--- src/ufc_pkg.sv ---
// Package for the serial channel queue control block
package ufc_pkg;
    localparam logic [2:0] UFC_QCTRL_OFS = 3'h2;
    localparam int UFC_ENABLE_BIT = 0;
    localparam int UFC_RXFLUSH_BIT = 1;
    localparam int UFC_TXFLUSH_BIT = 2;
    localparam int UFC_DMASEL_BIT = 3;
    localparam int UFC_THR_LO_BIT = 6;
    localparam int UFC_THR_HI_BIT = 7;
    localparam logic [4:0] UFC_THR_1 = 5'h01;
    localparam logic [4:0] UFC_THR_4 = 5'h04;
    localparam logic [4:0] UFC_THR_8 = 5'h08;
    localparam logic [4:0] UFC_THR_14 = 5'h0e;
    localparam int UFC_TIMEOUT_CHARS = 4;
    localparam logic [7:0] UFC_QCTRL_RST = 8'h00;

    typedef struct packed {
        logic [1:0] thr;
        logic dma_signal_select;
        logic enable;
    } ufc_cfg_t;

    typedef struct packed {
        logic host_wr;
        logic host_rd;
        logic [2:0] addr;
        logic [7:0] wdata;
    } ufc_host_t;
endpackage

--- src/ufc_queue_control.sv ---
// Queue control register of the serial channel and its effects on the queues
`timescale 1ns/100ps
// Contract
// - Offset two write-only queue control register
// - Bits 7:6 pick threshold 1/4/8/14
// - Bit 3 selects DMA signalling mode 1
// - Bit 2 empties transmit queue only
// - Transmit flush bit clears itself
// - Bit 1 empties receive queue, self-clears
// - Bit 0 enables queues; zero empties both
// - Identification reads show enable bits 7:6
// - Receive interrupt tracks threshold level
// - Timeout after four idle character times
module ufc_queue_control
    import ufc_pkg::*;
#(
    parameter int DEPTH_W = 5
) (
    input wire logic clk,
    input wire logic sys_rst,
    input wire ufc_host_t host,
    input wire logic [DEPTH_W-1:0] rx_count,
    input wire logic rx_push,
    input wire logic rx_pop,
    input wire logic char_time_tick,
    output ufc_cfg_t cfg,
    output logic tx_queue_flush,
    output logic rx_queue_flush,
    output logic queue_mode_indicator,
    output logic [1:0] ident_mode_bits,
    output logic rx_level_irq,
    output logic rx_timeout_irq,
    output logic receive_ready_out,
    output logic transmit_ready_out,
    input wire logic rx_ready_mode0,
    input wire logic rx_ready_mode1,
    input wire logic tx_ready_mode0,
    input wire logic tx_ready_mode1
);
    ufc_cfg_t cfg_q;
    logic tx_flush_q;
    logic rx_flush_q;
    logic [2:0] idle_q;
    logic timeout_q;
    logic qwr;
    logic [4:0] thr_bytes;

    assign qwr = host.host_wr && host.addr == UFC_QCTRL_OFS;

    // Bits 5:4 are never stored
    always_ff @(posedge clk or posedge sys_rst) begin
        if (sys_rst) begin
            cfg_q <= '0;
        end else if (qwr) begin
            cfg_q.enable <= host.wdata[UFC_ENABLE_BIT];
            // Other settings only land when enable is written as one
            if (host.wdata[UFC_ENABLE_BIT]) begin
                cfg_q.thr <= host.wdata[UFC_THR_HI_BIT:UFC_THR_LO_BIT];
                cfg_q.dma_signal_select <= host.wdata[UFC_DMASEL_BIT];
            end
        end
    end

    // Flush pulses last one cycle and self-clear; disabling empties both
    always_ff @(posedge clk or posedge sys_rst) begin
        if (sys_rst) begin
            tx_flush_q <= 1'b0;
            rx_flush_q <= 1'b0;
        end else begin
            tx_flush_q <= qwr && (!host.wdata[UFC_ENABLE_BIT] ||
                                  host.wdata[UFC_TXFLUSH_BIT]);
            rx_flush_q <= qwr && (!host.wdata[UFC_ENABLE_BIT] ||
                                  host.wdata[UFC_RXFLUSH_BIT]);
        end
    end

    assign tx_queue_flush = tx_flush_q;
    assign rx_queue_flush = rx_flush_q;
    assign cfg = cfg_q;
    assign queue_mode_indicator = cfg_q.enable;
    // Register itself is never read back, only mode bits on the shared offset
    assign ident_mode_bits = {2{cfg_q.enable}};

    always_comb begin
        case (cfg_q.thr)
            2'b00: thr_bytes = UFC_THR_1;
            2'b01: thr_bytes = UFC_THR_4;
            2'b10: thr_bytes = UFC_THR_8;
            default: thr_bytes = UFC_THR_14;
        endcase
    end

    assign rx_level_irq = cfg_q.enable &&
        ({{(8-DEPTH_W){1'b0}}, rx_count} >= {3'h0, thr_bytes});

    // Idle counter restarts on any queue traffic; timeout cleared by a read
    always_ff @(posedge clk or posedge sys_rst) begin
        if (sys_rst) begin
            idle_q <= 3'h0;
            timeout_q <= 1'b0;
        end else if (!cfg_q.enable || rx_push || rx_pop || rx_count == '0 || rx_flush_q) begin
            idle_q <= 3'h0;
            timeout_q <= 1'b0;
        end else if (char_time_tick && !timeout_q) begin
            if (idle_q == 3'(UFC_TIMEOUT_CHARS - 1)) begin
                timeout_q <= 1'b1;
            end
            idle_q <= idle_q + 3'h1;
        end
    end

    assign rx_timeout_irq = timeout_q;

    // Board leaves these unconnected, mode still honoured
    assign receive_ready_out = cfg_q.dma_signal_select ? rx_ready_mode1 : rx_ready_mode0;
    assign transmit_ready_out = cfg_q.dma_signal_select ? tx_ready_mode1 : tx_ready_mode0;
endmodule // ufc_queue_control
--- config.mk ---
export PLATFORM = sky130hd
export DESIGN_NAME = ufc_queue_control
export DESIGN_NICKNAME = d
export VERILOG_FILES = /design/src/ufc_pkg.sv /design/src/ufc_queue_control.sv
export SDC_FILE = /design/constraint.sdc
export NUM_CORES = 1
export LEC_CHECK = 0
export BUFFER_PORTS_ARGS = -buffer_cell sky130_fd_sc_hd__buf_2
export CELL_PAD_IN_SITES_DETAIL_PLACEMENT = 1
export CELL_PAD_IN_SITES_GLOBAL_PLACEMENT = 1
export CORE_ASPECT_RATIO = 1.2
export CORE_MARGIN = 4
export CORE_UTILIZATION = 29
export DETAILED_ROUTE_END_ITERATION = 16
export GPL_ROUTABILITY_DRIVEN = 0
export PLACE_DENSITY = 0.76
export SETUP_SLACK_MARGIN = 0.05
export SYNTH_ARGS = -nofsm -noshare
export SYNTH_HDL_FRONTEND = slang
export SYNTH_SLANG_ARGS = --single-unit
--- constraint.sdc ---
create_clock -name clk -period 1.45 [get_ports clk]
set_clock_uncertainty 0.05 [all_clocks]
set_input_delay 0.0725 -clock clk [delete_from_list [all_inputs] [get_ports clk]]
set_output_delay 0.0725 -clock clk [all_outputs]
set_load 0.01 [all_outputs]
Word-level counts from Yosys, hierarchy flattened:

Cells that the tools add are included.

* register bits after elaboration: 10
* input port bits: 27
* output and inout port bits: 13
* word-level logic and storage cells: 41

* add/sub/neg operators: 1
* order comparisons: 1
* equal/unequal tests: 4
* muxes and demuxes: 8
* reduce and logical (&&, ||, !) cells: 20

Operators by type and width (number)
* $pmux W4 S3: 1
* $eq A3 B2 Y1 const B: 2
* $logic_or A1 B1 Y1: 6
* $mux W3: 2
* $ge A5 B5 Y1: 1
* $logic_and A1 B1 Y1: 5
* $logic_not A5 Y1: 1
* $mux W1: 5
* $reduce_and A2 Y1: 2
* $reduce_bool A2 Y1: 2
* $add A3 B1 Y3 const B: 1
* $logic_not A1 Y1: 3
* $eq A2 B1 Y1 const B: 1
* $eq A2 B2 Y1 const B: 1
* $logic_not A2 Y1: 1

Depth between registers and ports, before layout:

Gate-level depths: netlist of run 1.

* word-level depth: 7
* mapped depth: 5
* mapped depth without buffers: 5

Worst setup path after synthesis of run 1:

Ideal clock, no wire load.

* kind: reg-to-output
* start point: reg cfg_q, in the netlist cfg[3]
* end point: out rx_level_irq
* data arrival time: 1163 ps
* data required time: 1327 ps
* setup slack: 164 ps
* cell stages (with the launch flop): 6
* buffers on the path: 0
* path through: dfrtp_1 nor2_1 ha_1 nor3b_1 o21ai_0 o311a_1

* word-level cells in the longest chain between the ends: 4
* elaborated cells on any way between the ends: 6
* classes of those cells: order compare: 1; eq/ne: 2; mux: 1; reduce/logical: 2

Ends and longest elaborated chain
* start, declared: RTL line ufc_queue_control.sv:40 `ufc_cfg_t cfg_q;`
* $eq A2 B2 Y1 (tied with other cells): RTL line ufc_queue_control.sv:85 `case (cfg_q.thr)`
* $pmux W4 S3 (*): RTL line ufc_queue_control.sv:85
* $ge A5 B5 Y1 (*): RTL line ufc_queue_control.sv:94 `({{(8-DEPTH_W){1'b0}}, rx_count} >= {3'h0, thr_bytes});`
* $logic_and A1 B1 Y1 (*): RTL line ufc_queue_control.sv:93 `assign rx_level_irq = cfg_q.enable &&`
* end, declared: RTL line ufc_queue_control.sv:31 `output logic rx_level_irq,`

Every way passes the cells marked *; elsewhere a longest branch is shown, timed or not.

Worst setup path after layout of run 1:

* start point: reg cfg_q, in the netlist cfg[2]
* end point: out rx_level_irq

The elaborated chain is that of the path after synthesis.

==> results of run 1 <==
==> registers in the layout, summed over array words and instances (netlist names) <==
signal	cells
cfg	3
idle_q	3
rx_queue_flush	1
queue_mode_indicator	1
tx_queue_flush	1
rx_timeout_irq	1
==> critical path, delay by kind of cell (launching register included) <==
family	cells	cell delay, ns
fa+ha+maj	1	0.24
simple gates	2	0.28
buf+inv	1	0.14
flops	1	0.42
compound gates	2	0.21
==> power by group through the flow <==
stage / registers, uW / logic (uW) / clock network [uW]
2_1_floorplan: 353 / 153 / 0
3_3_place_gp: 340 / 262 / 0
3_5_place_dp: 341 / 274 / 0
4_1_cts: 335 / 305 / 200
5_1_grt: 340 / 348 / 216
6_report: 335 / 314 / 189
==> what timing repair did <==
action / 4_1_cts / 5_1_grt
setup buffers: 1 / 1
setup endpoints to repair: 1 / 1
gates resized for setup: 2 / 1
pin swaps: 1 / 0
hold buffers: 7 / 0
endpoints found under the hold margin: 15 / 0
==> kinds of logic (layout without fill, tap and decap cells) <==
family                     after synthesis  after routing  share of synthesized area
AOI/OAI and AO/OA                        8              8                    0.08300
xor gates and xnor gates                 1              1                    0.01417
adders and majority gates                6              6                     0.1215
buffers and inverters                   11             57                    0.08704
DFF                                     10             10                     0.4049
muxes                                    6              6                     0.1255
and+or+nand+nor                         15             15                     0.1640
==> cells in the mapped netlist, drive strengths merged <==
cell / n
or2: 1
nand4bb: 1
inv: 7
buf: 3
nor2: 5
a211oi: 1
dfrtp: 10
nor3: 1
mux2i: 1
or4: 1
clkinvlp: 1
xnor2: 1
nor2b: 1
nor3b: 1
o21ai: 3
o311a: 1
nand2: 3
ha: 6
nor4b: 1
a21oi: 3
mux2: 5
==> routing by layer <==
metal,wire (um),vias up,GRT usage,part of all wire
li1,-,285,-,-
met1,554,273,0.1222,0.33
met2,1046,16,0.2631,0.61
met3,77,2,0.01519,0.045
met4,22,0,0.07115,0.013
met5,0,-,0,0
==> per-stage QoR <==
| stage | util | hold slack, ns | setup WS [ns] | setup TNS [ns] |
|---|---|---|---|---|
| 2_1_floorplan | - | -0.1373 | 0.1643 | 0 |
| 3_3_place_gp | 0.4005 | 0.003501 | 0.02519 | 0 |
| 5_1_grt | 0.4554 | 0.05976 | -0.3225 | -0.3225 |
| 6_report | 0.4554 | 0.01894 | -0.2223 | -0.2223 |
| 4_1_cts | 0.4518 | 0.01192 | -0.2369 | -0.2369 |
| 3_5_place_dp | 0.4005 | 0.01784 | 0.01434 | 0 |
==> worst max-delay path by stage <==
stage | from | to | slack [ns] | cells past startpoint
6_report | cfg[2] | rx_level_irq | -0.22 | 6
5_1_grt | cfg[3] | rx_level_irq | -0.32 | 6
4_1_cts | cfg[2] | rx_level_irq | -0.24 | 6
3_5_place_dp | cfg[3] | rx_level_irq | 0.01 | 6
3_3_place_gp | cfg[3] | rx_level_irq | 0.03 | 6
2_1_floorplan | cfg[3] | rx_level_irq | 0.16 | 5
==> cell type report <==
type,instances,share of cell area
multi-input cells,36,0.3418
repair buffers,46,0.2922
flip-flops and latches,10,0.2681
well taps,30,0.04021
inverters,8,0.03351
clock buffers,3,0.02413
==> reports/qor.txt, run 1 <==
OUTCOME
--------------------------------------------------------------------------------------
Run status .............................................................. finished with violations
Violations in the final reports ......................................... negative setup slack

LAYOUT
--------------------------------------------------------------------------------------
Inserted Diodes .........................................................            0
Area of the multi-input gates ...........................................    319.1 um2
Layout cell share with drive strength beyond 1 ..........................       0.5049
Most frequent cells in the layout ....................................... sky130_fd_sc_hd__buf_2 (36), sky130_fd_sc_hd__dfrtp_1 (10), sky130_fd_sc_hd__inv_1 (7), sky130_fd_sc_hd__dlygate4sd3_1 (7), sky130_fd_sc_hd__ha_1 (6)
Number of nets in the layout ............................................          138
Summed area of non-filler cells in the final layout .....................    933.4 um2
Register Area ...........................................................    250.2 um2
Number of standard cells in the final layout excluding fillers ..........          133
Commonest non-fill, non-tap cell in the layout .......................... sky130_fd_sc_hd__buf_2
Fill cell instance count of the final layout ............................          245
Layout area overhead ....................................................       51.01%

SYNTHESIS
--------------------------------------------------------------------------------------
Synth top area share ....................................................       0.4049
Post-synthesis instance area ............................................    618.1 um2
Number of distinct standard cells referenced by the synthesized netlist .           23
Count of state elements after synthesis .................................           10
Yosys top cell by area .................................................. sky130_fd_sc_hd__dfrtp_1
Post-Syn Nets ...........................................................           90
Number of warnings reported in the yosys synthesis log ..................            0
Average instance area after synthesis ...................................    10.84 um2
Part of the Yosys area used for sequential elements .....................       0.4049
Count of mapped cells out of synthesis ..................................           57
Leading post-synthesis cells by cell area ............................... sky130_fd_sc_hd__dfrtp_1 (40%), sky130_fd_sc_hd__ha_1 (12%), sky130_fd_sc_hd__mux2_4 (7.3%)

PWR
--------------------------------------------------------------------------------------
Power per standard cell area ............................................ 897.2 nW/um2
Leakage ................................................................. 0.0005105 uW
Net switching fraction of the power .....................................       0.3120
Internal power ..........................................................     576.1 uW
Total power of the final layout .........................................     837.4 uW
Switching power total ...................................................     261.3 uW
Combinational fraction of design power ..................................        0.375
Sequential cell fraction of total power .................................        0.400
Peak ir drop on the vdd network .........................................    0.4627 mV
Fraction of power consumed by the clock network .........................        0.226

ROUTE
--------------------------------------------------------------------------------------
Initial drt markers .....................................................            6
DRC .....................................................................            0
Routed wire length ......................................................     1.701 mm
Average vias per placed instance ........................................        4.331
Number of iterations in the first detailed-routing pass .................            4
DRT antenna net count ...................................................            0
Via total after detailed routing ........................................          576
Drt wl/cell .............................................................     12.79 um

WORST SETUP PATH
--------------------------------------------------------------------------------------
Logic depth of the worst register-to-register path ......................            3
Crit path kind ..........................................................      reg2out
WP data arrival .........................................................      1.55 ns
CP Capture Type .........................................................  output port
Setup slack on the worst flop-to-flop path ..............................      0.25 ns
Slowest cell on the critical path ....................................... sky130_fd_sc_hd__dfrtp_1
Cells along the critical path ........................................... nor2_1, ha_1, nor3b_2, o21ai_1, o311a_1, buf_2
Startpoint Class ........................................................         flop
Critical path's largest stage delay .....................................      0.42 ns
Critical Path RT ........................................................      1.33 ns
Critical-path maximum fanout ............................................            5
End of the worst register-to-register path ..............................    idle_q[2]
Beginning of the worst register-to-register path ........................ rx_queue_flush

GRT
--------------------------------------------------------------------------------------
Vias in the first global route ..........................................          660
Antenna violations before repair ........................................            0
Gr ovfl total ...........................................................            0
Largest net degree at the start of global routing .......................           11
Global-route wire length before repair ..................................     2.877 mm
Total routing resource utilization after global routing .................       0.1296

WORST HOLD PATH
--------------------------------------------------------------------------------------
Source of the worst hold timing path .................................... char_time_tick
Worst Hold Endpoint ..................................................... rx_timeout_irq
Hold Path Cell Cnt ......................................................            3
Path type of the worst min-delay path ...................................       in2reg

DIE
--------------------------------------------------------------------------------------
Die outline height ......................................................     58.58 um
I/O pins ................................................................           40
Die outline area ........................................................     2937 um2
Area of the core region .................................................     2049 um2
Total number of placement rows ..........................................           18
Die boundary width ......................................................     50.15 um
Initial core utilization ................................................       0.3016

STA
--------------------------------------------------------------------------------------
Total of endpoints with negative setup slack in the final report ........            1
Final count of pins violating max slew ..................................            0
Number of endpoints with negative hold slack in the final report ........            0
Unrepaired setup endpoints after global routing .........................         true
Max-Slew Margin vs Limit ................................................       0.7444
Final critical-path share of the clock period ...........................        1.153
Setup WS post-layout ....................................................   -0.2223 ns
Final critical delay including setup and external delays ................     1.672 ns
Worst Tran Pin Value ....................................................    0.3830 ns
Upper clock frequency limit .............................................    598.0 MHz

CLOCK NETWORK
--------------------------------------------------------------------------------------
Number of buffers on the longest clock path .............................            2
Clock insertion delay at the later pin of the skew report ...............      0.26 ns
Clk Tree Root Cell ...................................................... sky130_fd_sc_hd__clkbuf_4
Total number of clock tree sinks ........................................           10
Number of H-tree levels .................................................            1
Inserted Clock Buffers ..................................................            3
CTS tree ................................................................          yes
Clock slew seen by the registers of the worst setup and hold paths ......      0.07 ns

FLOW RUN
--------------------------------------------------------------------------------------
Number of max-capacitance violations reported ...........................            0

PLACE
--------------------------------------------------------------------------------------
# placed instances ......................................................          121
Post-place instance area ................................................    820.8 um2
# port buffers ..........................................................           36

Note: power is estimated with default switching activity, not from simulation.
==> run 2: changes to the inputs <==
--- a/config.mk
+++ b/config.mk
@@ -13,6 +13,7 @@
 export CORE_UTILIZATION = 29
 export DETAILED_ROUTE_END_ITERATION = 16
 export GPL_ROUTABILITY_DRIVEN = 0
+export MAX_ROUTING_LAYER = met4
 export PLACE_DENSITY = 0.76
 export SETUP_SLACK_MARGIN = 0.05
 export SYNTH_ARGS = -nofsm -noshare
==> reports/qor.txt, run 2 (synthesis results as in run 1) <==
PLACE
---------------------------------------------------------------------------------
# placed instances .................................................          121   unchanged
# port buffers .....................................................           36   unchanged

GRT
---------------------------------------------------------------------------------
Vias in the first global route .....................................          660   unchanged
Total routing resource utilization after global routing ............       0.1334   +0.003857
Gr ovfl total ......................................................            0   unchanged
Antenna violations before repair ...................................            0   unchanged
Largest net degree at the start of global routing ..................           11   unchanged
Global-route wire length before repair .............................     2.877 mm   unchanged

DIE
---------------------------------------------------------------------------------
Total number of placement rows .....................................           18   unchanged
Area of the core region ............................................     2049 um2   unchanged
Die boundary width .................................................     50.15 um   unchanged
Die outline area ...................................................     2937 um2   unchanged
Initial core utilization ...........................................       0.3016   unchanged
Die outline height .................................................     58.58 um   unchanged
I/O pins ...........................................................           40   unchanged

LAYOUT
---------------------------------------------------------------------------------
Number of standard cells in the final layout excluding fillers .....          133   unchanged
Layout cell share with drive strength beyond 1 .....................       0.5049   unchanged
Inserted Diodes ....................................................            0   unchanged
Most frequent cells in the layout .................................. sky130_fd_sc_hd__buf_2 (36), sky130_fd_sc_hd__dfrtp_1 (10), sky130_fd_sc_hd__inv_1 (7), sky130_fd_sc_hd__dlygate4sd3_1 (7), sky130_fd_sc_hd__ha_1 (6)
Fin util ...........................................................       0.4554   unchanged
Commonest non-fill, non-tap cell in the layout ..................... sky130_fd_sc_hd__buf_2
Number of nets in the layout .......................................          138   unchanged
Layout area overhead ...............................................       51.01%   unchanged

STA
---------------------------------------------------------------------------------
Final count of pins violating max slew .............................            0   unchanged
Upper clock frequency limit ........................................    598.0 MHz   unchanged
Number of endpoints with negative hold slack in the final report ...            0   unchanged
Final critical delay including setup and external delays ...........     1.672 ns   unchanged
Final critical-path share of the clock period ......................        1.153   unchanged
Total of endpoints with negative setup slack in the final report ...            1   unchanged
Hold_ws ............................................................   0.01894 ns   unchanged
Unrepaired setup endpoints after global routing ....................         true
Worst Tran Pin Value ...............................................    0.3830 ns   unchanged
Setup WS post-layout ...............................................   -0.2223 ns   unchanged
Max-Slew Margin vs Limit ...........................................       0.7444   unchanged

PWR
---------------------------------------------------------------------------------
Peak ir drop on the vdd network ....................................    0.4627 mV   unchanged
Combinational fraction of design power .............................        0.375   about the same
Leakage ............................................................ 0.0005105 uW   unchanged
Sequential cell fraction of total power ............................        0.400   about the same
Switching power total ..............................................     261.3 uW   about the same
Internal power .....................................................     576.1 uW   unchanged
Power per standard cell area ....................................... 897.2 nW/um2   about the same
Net switching fraction of the power ................................       0.3120   about the same
Fraction of power consumed by the clock network ....................        0.226   about the same

WORST SETUP PATH
---------------------------------------------------------------------------------
Cells along the critical path ...................................... nor2_1, ha_1, nor3b_2, o21ai_1, o311a_1, buf_2
Critical path's largest stage delay ................................      0.42 ns   about the same
Critical-path maximum fanout .......................................            5   unchanged
Critical Path RT ...................................................      1.33 ns   about the same
Number of cells on the critical path ...............................            6   unchanged
Logic depth of the worst register-to-register path .................            3   unchanged
Startpoint Class ...................................................         flop
CP top delay family ................................................   flip-flops
CP Capture Type ....................................................  output port
WP data arrival ....................................................      1.55 ns   about the same
Slowest cell on the critical path .................................. sky130_fd_sc_hd__dfrtp_1
Bufs and invs on worst path ........................................            1   unchanged
Crit path kind .....................................................      reg2out

ROUTE
---------------------------------------------------------------------------------
Average vias per placed instance ...................................        4.331   unchanged
Initial drt markers ................................................           16   +10
Drt wl/cell ........................................................     12.78 um   about the same
DRC ................................................................            0   unchanged
Routed wire length .................................................     1.700 mm   about the same
Via total after detailed routing ...................................          576   unchanged
Number of iterations in the first detailed-routing pass ............            4   unchanged
DRT antenna net count ..............................................            0   unchanged

CLOCK NETWORK
---------------------------------------------------------------------------------
Clk Tree Root Cell ................................................. sky130_fd_sc_hd__clkbuf_4
Total number of clock tree sinks ...................................           10   unchanged
Clock slew seen by the registers of the worst setup and hold paths .      0.07 ns   about the same
CTS tree ...........................................................          yes
Number of H-tree levels ............................................            1   unchanged
Number of buffers on the longest clock path ........................            2   unchanged
Clock insertion delay at the later pin of the skew report ..........      0.26 ns   about the same
Inserted Clock Buffers .............................................            3   unchanged

FLOW RUN
---------------------------------------------------------------------------------
Number of max-capacitance violations reported ......................            0   unchanged

WORST HOLD PATH
---------------------------------------------------------------------------------
Path type of the worst min-delay path ..............................       in2reg
Hold Path Cell Cnt .................................................            3   unchanged

OUTCOME
---------------------------------------------------------------------------------
Run status ......................................................... finished with violations
Violations in the final reports .................................... negative setup slack

run 2: cell counts in the layout (fill, tap and decap cells not counted):
No cell type changed its count.
run 2: per-stage QoR:
step | setup TNS (ns) | area (um2) | total power (uW) | setup slack (ns)
floorplan | 0 | 618.1 | 506.4 | 0.1643
global placement | 0 | 820.8 | 602.7 | 0.02519
detailed placement | 0 | 820.8 | 614.8 | 0.01434
CTS | -0.2369 | 925.9 | 839.8 | -0.2369
global route | -0.3225 | 933.4 | 904.5 | -0.3225
finish | -0.2223 | 933.4 | 837.4 | -0.2223
run 2: final cells by class:
cell class,count,area [um2]
inverter,8,31.28
sequential,10,250.2
fill,245,1116
clock buffer,3,22.52
multi-input combinational,36,319.1
timing repair buffer,46,272.8
tap,30,37.54
run 2: path summary, 6_finish.rpt:
check | from | end | slack, ns
setup / recovery | cfg[2] | rx_level_irq | -0.22
hold / removal | char_time_tick | rx_timeout_irq | 0.02
setup reg to reg | rx_queue_flush | idle_q[2] | 0.25
hold reg to reg | rx_timeout_irq | rx_timeout_irq | 0.48
max in group asynchronous | sys_rst | tx_queue_flush | 0.80
min in group asynchronous | sys_rst | idle_q[2] | 0.28
run 2: power groups by stage:
stage	Clock [uW]	Combinational, uW	Sequential [uW]
6_report	189	314	335
4_1_cts	200	305	335
3_3_place_gp	0	262	340
2_1_floorplan	0	153	353
3_5_place_dp	0	274	341
5_1_grt	216	348	340
run 2: per-layer routing:
layer	wire, um	vias up	global-route usage
met4	22	0	0.07115
met5	0	-	-
met3	71	2	0.01266
met2	1046	16	0.2631
li1	-	285	-
met1	559	273	0.1238
run 2: what timing repair did:
item,in CTS,in global routing
buffers inserted,1,1
endpoints found under the hold margin,15,0
hold buffers,7,0
setup endpoints to repair,1,1
pin swaps,1,0
resized for setup,2,1
run 2: worst register-to-register path: stages (launching register included):
cell,delay (ns)
sky130_fd_sc_hd__dfrtp_1,0.38
sky130_fd_sc_hd__nor4b_1,0.34
sky130_fd_sc_hd__o21ai_2,0.15
sky130_fd_sc_hd__a211oi_1,0.19
==> run 3: changes to the inputs <==
--- a/config.mk
+++ b/config.mk
@@ -10,12 +10,13 @@
 export CELL_PAD_IN_SITES_GLOBAL_PLACEMENT = 1
 export CORE_ASPECT_RATIO = 1.2
 export CORE_MARGIN = 4
-export CORE_UTILIZATION = 29
+export CORE_UTILIZATION = 26
 export DETAILED_ROUTE_END_ITERATION = 16
 export GPL_ROUTABILITY_DRIVEN = 0
 export MAX_ROUTING_LAYER = met4
-export PLACE_DENSITY = 0.76
-export SETUP_SLACK_MARGIN = 0.05
+export PLACE_DENSITY = 0.72
+export SETUP_SLACK_MARGIN = 0.3
 export SYNTH_ARGS = -nofsm -noshare
 export SYNTH_HDL_FRONTEND = slang
 export SYNTH_SLANG_ARGS = --single-unit
+export TNS_END_PERCENT = 50
==> constraint.sdc (replaced) <==
create_clock -name clk -period 1.4 [get_ports clk]
set_clock_uncertainty 0.05 [all_clocks]
set_input_delay 0.07 -clock clk [delete_from_list [all_inputs] [get_ports clk]]
set_output_delay 0.07 -clock clk [all_outputs]
set_load 0.01 [all_outputs]
==> reports/qor.txt, run 3 (synthesis results as in run 1) <==
LAYOUT
---------------------------------------------------------------------------------
Layout cell share with drive strength beyond 1 .....................       0.5714   +0.06657
Most frequent cells in the layout .................................. sky130_fd_sc_hd__buf_2 (34), sky130_fd_sc_hd__dfrtp_1 (10), sky130_fd_sc_hd__inv_1 (7), sky130_fd_sc_hd__dlygate4sd3_1 (7)
Layout area overhead ...............................................       63.56%
Number of nets in the layout .......................................          140   +1.4%
Commonest non-fill, non-tap cell in the layout ..................... sky130_fd_sc_hd__buf_2
Inserted Diodes ....................................................            0   unchanged
Summed area of non-filler cells in the final layout ................     1011 um2   +8.3%

WORST SETUP PATH
---------------------------------------------------------------------------------
Slowest cell on the critical path .................................. sky130_fd_sc_hd__dfrtp_1
Startpoint Class ...................................................         flop
WP data arrival ....................................................      1.56 ns   about the same
Critical path's largest stage delay ................................      0.42 ns   about the same
CP Capture Type ....................................................  output port
Cells along the critical path ...................................... nor2_1, ha_1, nor3b_2, o21ai_1, o311a_1, buf_2
Setup slack on the worst flop-to-flop path .........................      0.30 ns   +0.05 ns
Critical Path RT ...................................................      1.28 ns   -0.05 ns
Crit path kind .....................................................      reg2out
Critical-path maximum fanout .......................................            5   unchanged

STA
---------------------------------------------------------------------------------
Setup_tns ..........................................................   -0.2766 ns   -0.05430 ns
Hold_ws ............................................................   0.03583 ns   +0.01690 ns
Unrepaired setup endpoints after global routing ....................         true
Worst Tran Pin Value ...............................................    0.3870 ns   +0.004092 ns
Total of endpoints with negative setup slack in the final report ...            1   unchanged
Upper clock frequency limit ........................................    596.5 MHz
Number of endpoints with negative hold slack in the final report ...            0   unchanged
Setup WS post-layout ...............................................   -0.2766 ns   -0.05430 ns
Final critical delay including setup and external delays ...........     1.677 ns
Final count of pins violating max slew .............................            0   unchanged
Max-Slew Margin vs Limit ...........................................       0.7417   -0.002731
Final critical-path share of the clock period ......................        1.198

PLACE
---------------------------------------------------------------------------------
Post-place setup slack .............................................  -0.01089 ns   -0.02524 ns
Post-DP HPWL .......................................................     1.332 mm
# port buffers .....................................................           36   unchanged
Post-place instance area ...........................................    827.0 um2   +0.76%

PWR
---------------------------------------------------------------------------------
Peak ir drop on the vdd network ....................................    0.4012 mV   -13%
Power per standard cell area ....................................... 905.4 nW/um2   +0.92%
Leakage ............................................................ 0.0005379 uW   +5.3%
Total power of the final layout ....................................     915.3 uW   +9.3%

GRT
---------------------------------------------------------------------------------
Largest net degree at the start of global routing ..................           11   unchanged
Global-route wire length before repair .............................     2.856 mm   -0.73%
Gr ovfl total ......................................................            0   unchanged
Total routing resource utilization after global routing ............       0.1278   -0.005603
Antenna violations before repair ...................................            0   unchanged
Vias in the first global route .....................................          653   -1.1%

OUTCOME
---------------------------------------------------------------------------------
Violations in the final reports .................................... negative setup slack
Run status ......................................................... finished with violations

DIE
---------------------------------------------------------------------------------
Initial core utilization ...........................................       0.2708   -0.03075
Die outline area ...................................................     3225 um2   +9.8%
I/O pins ...........................................................           40   unchanged
Area of the core region ............................................     2282 um2   +11%
Total number of placement rows .....................................           19   +1
Die outline height .................................................     61.41 um   +4.8%
Die boundary width .................................................     52.51 um   +4.7%

ROUTE
---------------------------------------------------------------------------------
Via total after detailed routing ...................................          607   +5.4%
DRC ................................................................            0   unchanged
Average vias per placed instance ...................................        4.463   +3.1%
Drt wl/cell ........................................................     12.99 um   +1.6%
Routed wire length .................................................     1.767 mm   +3.9%
DRT antenna net count ..............................................            0   unchanged
Initial drt markers ................................................            4   -12
Number of iterations in the first detailed-routing pass ............            2   -2

CLOCK NETWORK
---------------------------------------------------------------------------------
Number of H-tree levels ............................................            1   unchanged
Inserted Clock Buffers .............................................            3   unchanged
Clock slew seen by the registers of the worst setup and hold paths .      0.06 ns   about the same
Clk Tree Root Cell ................................................. sky130_fd_sc_hd__clkbuf_4
Number of buffers on the longest clock path ........................            2   unchanged
CTS tree ...........................................................          yes
Total number of clock tree sinks ...................................           10   unchanged
Clock insertion delay at the later pin of the skew report ..........      0.26 ns   about the same

FLOW RUN
---------------------------------------------------------------------------------
Number of max-capacitance violations reported ......................            0   unchanged

WORST HOLD PATH
---------------------------------------------------------------------------------
Path type of the worst min-delay path ..............................       in2reg

[run 3: cell types whose count changed in the layout (fill, tap and decap cells not counted), sizes merged]
| cell | before | now |
|---|---|---|
| buf | 39 | 41 |
[run 3: path summary, 6_finish.rpt]
path                                start             end  cells past startpoint
max in group asynchronous         sys_rst  rx_timeout_irq                      3
hold / removal             char_time_tick  rx_timeout_irq                      3
setup reg to reg                idle_q[1]  rx_timeout_irq                      4
setup / recovery                   cfg[3]    rx_level_irq                      6
hold reg to reg                 idle_q[0]       idle_q[0]                      2
min in group asynchronous         sys_rst       idle_q[2]                      3
[run 3: stage by stage]
| stage | utilization | instances |
|---|---|---|
| after floorplan | - | 57 |
| after global placement | 0.3624 | 122 |
| after detailed placement | 0.3624 | 122 |
| after CTS | 0.4326 | 134 |
| after global routing | 0.4430 | 136 |
| final | 0.4430 | 136 |
[run 3: layout make-up]
type	count	area, um2
Inverter	8	31.28
Fill cell	281	1271
Multi-Input combinational cell	36	364.1
Sequential cell	10	250.2
Tap cell	31	38.79
Clock buffer	3	22.52
Timing Repair Buffer	48	304.0
[run 3: worst max-delay path, delay by kind of cell (launching register included)]
family / cells / cell delay, ns
DFF: 1 / 0.42
adders and majority gates: 1 / 0.25
and+or+nand+nor: 2 / 0.29
buffers and inverters: 1 / 0.14
AOI/OAI and AO/OA: 2 / 0.20
[run 3: where the power goes]
part / leakage, uW / switching [uW] / internal, uW / total, uW
clock: 0.0000138 / 92.2 / 99.0 / 191
sequential: 0.000133 / 32.3 / 318 / 350
combinational: 0.000391 / 155 / 219 / 374
[run 3: timing repair]
action | in CTS | in global routing
setup buffers | 2 | 2
gates resized for setup | 10 | 2
hold endpoints to repair | 15 | 0
hold buffers | 7 | 0
setup endpoints to repair | 7 | 7
pin swaps | 6 | 7
[run 3: metal layers]
metal	up-vias	track usage	part of all wire
met2	17	0.2429	0.59
met4	0	0.04380	0.0045
met3	2	0.04358	0.044
met5	-	-	0
met1	297	0.1171	0.36
li1	291	-	-
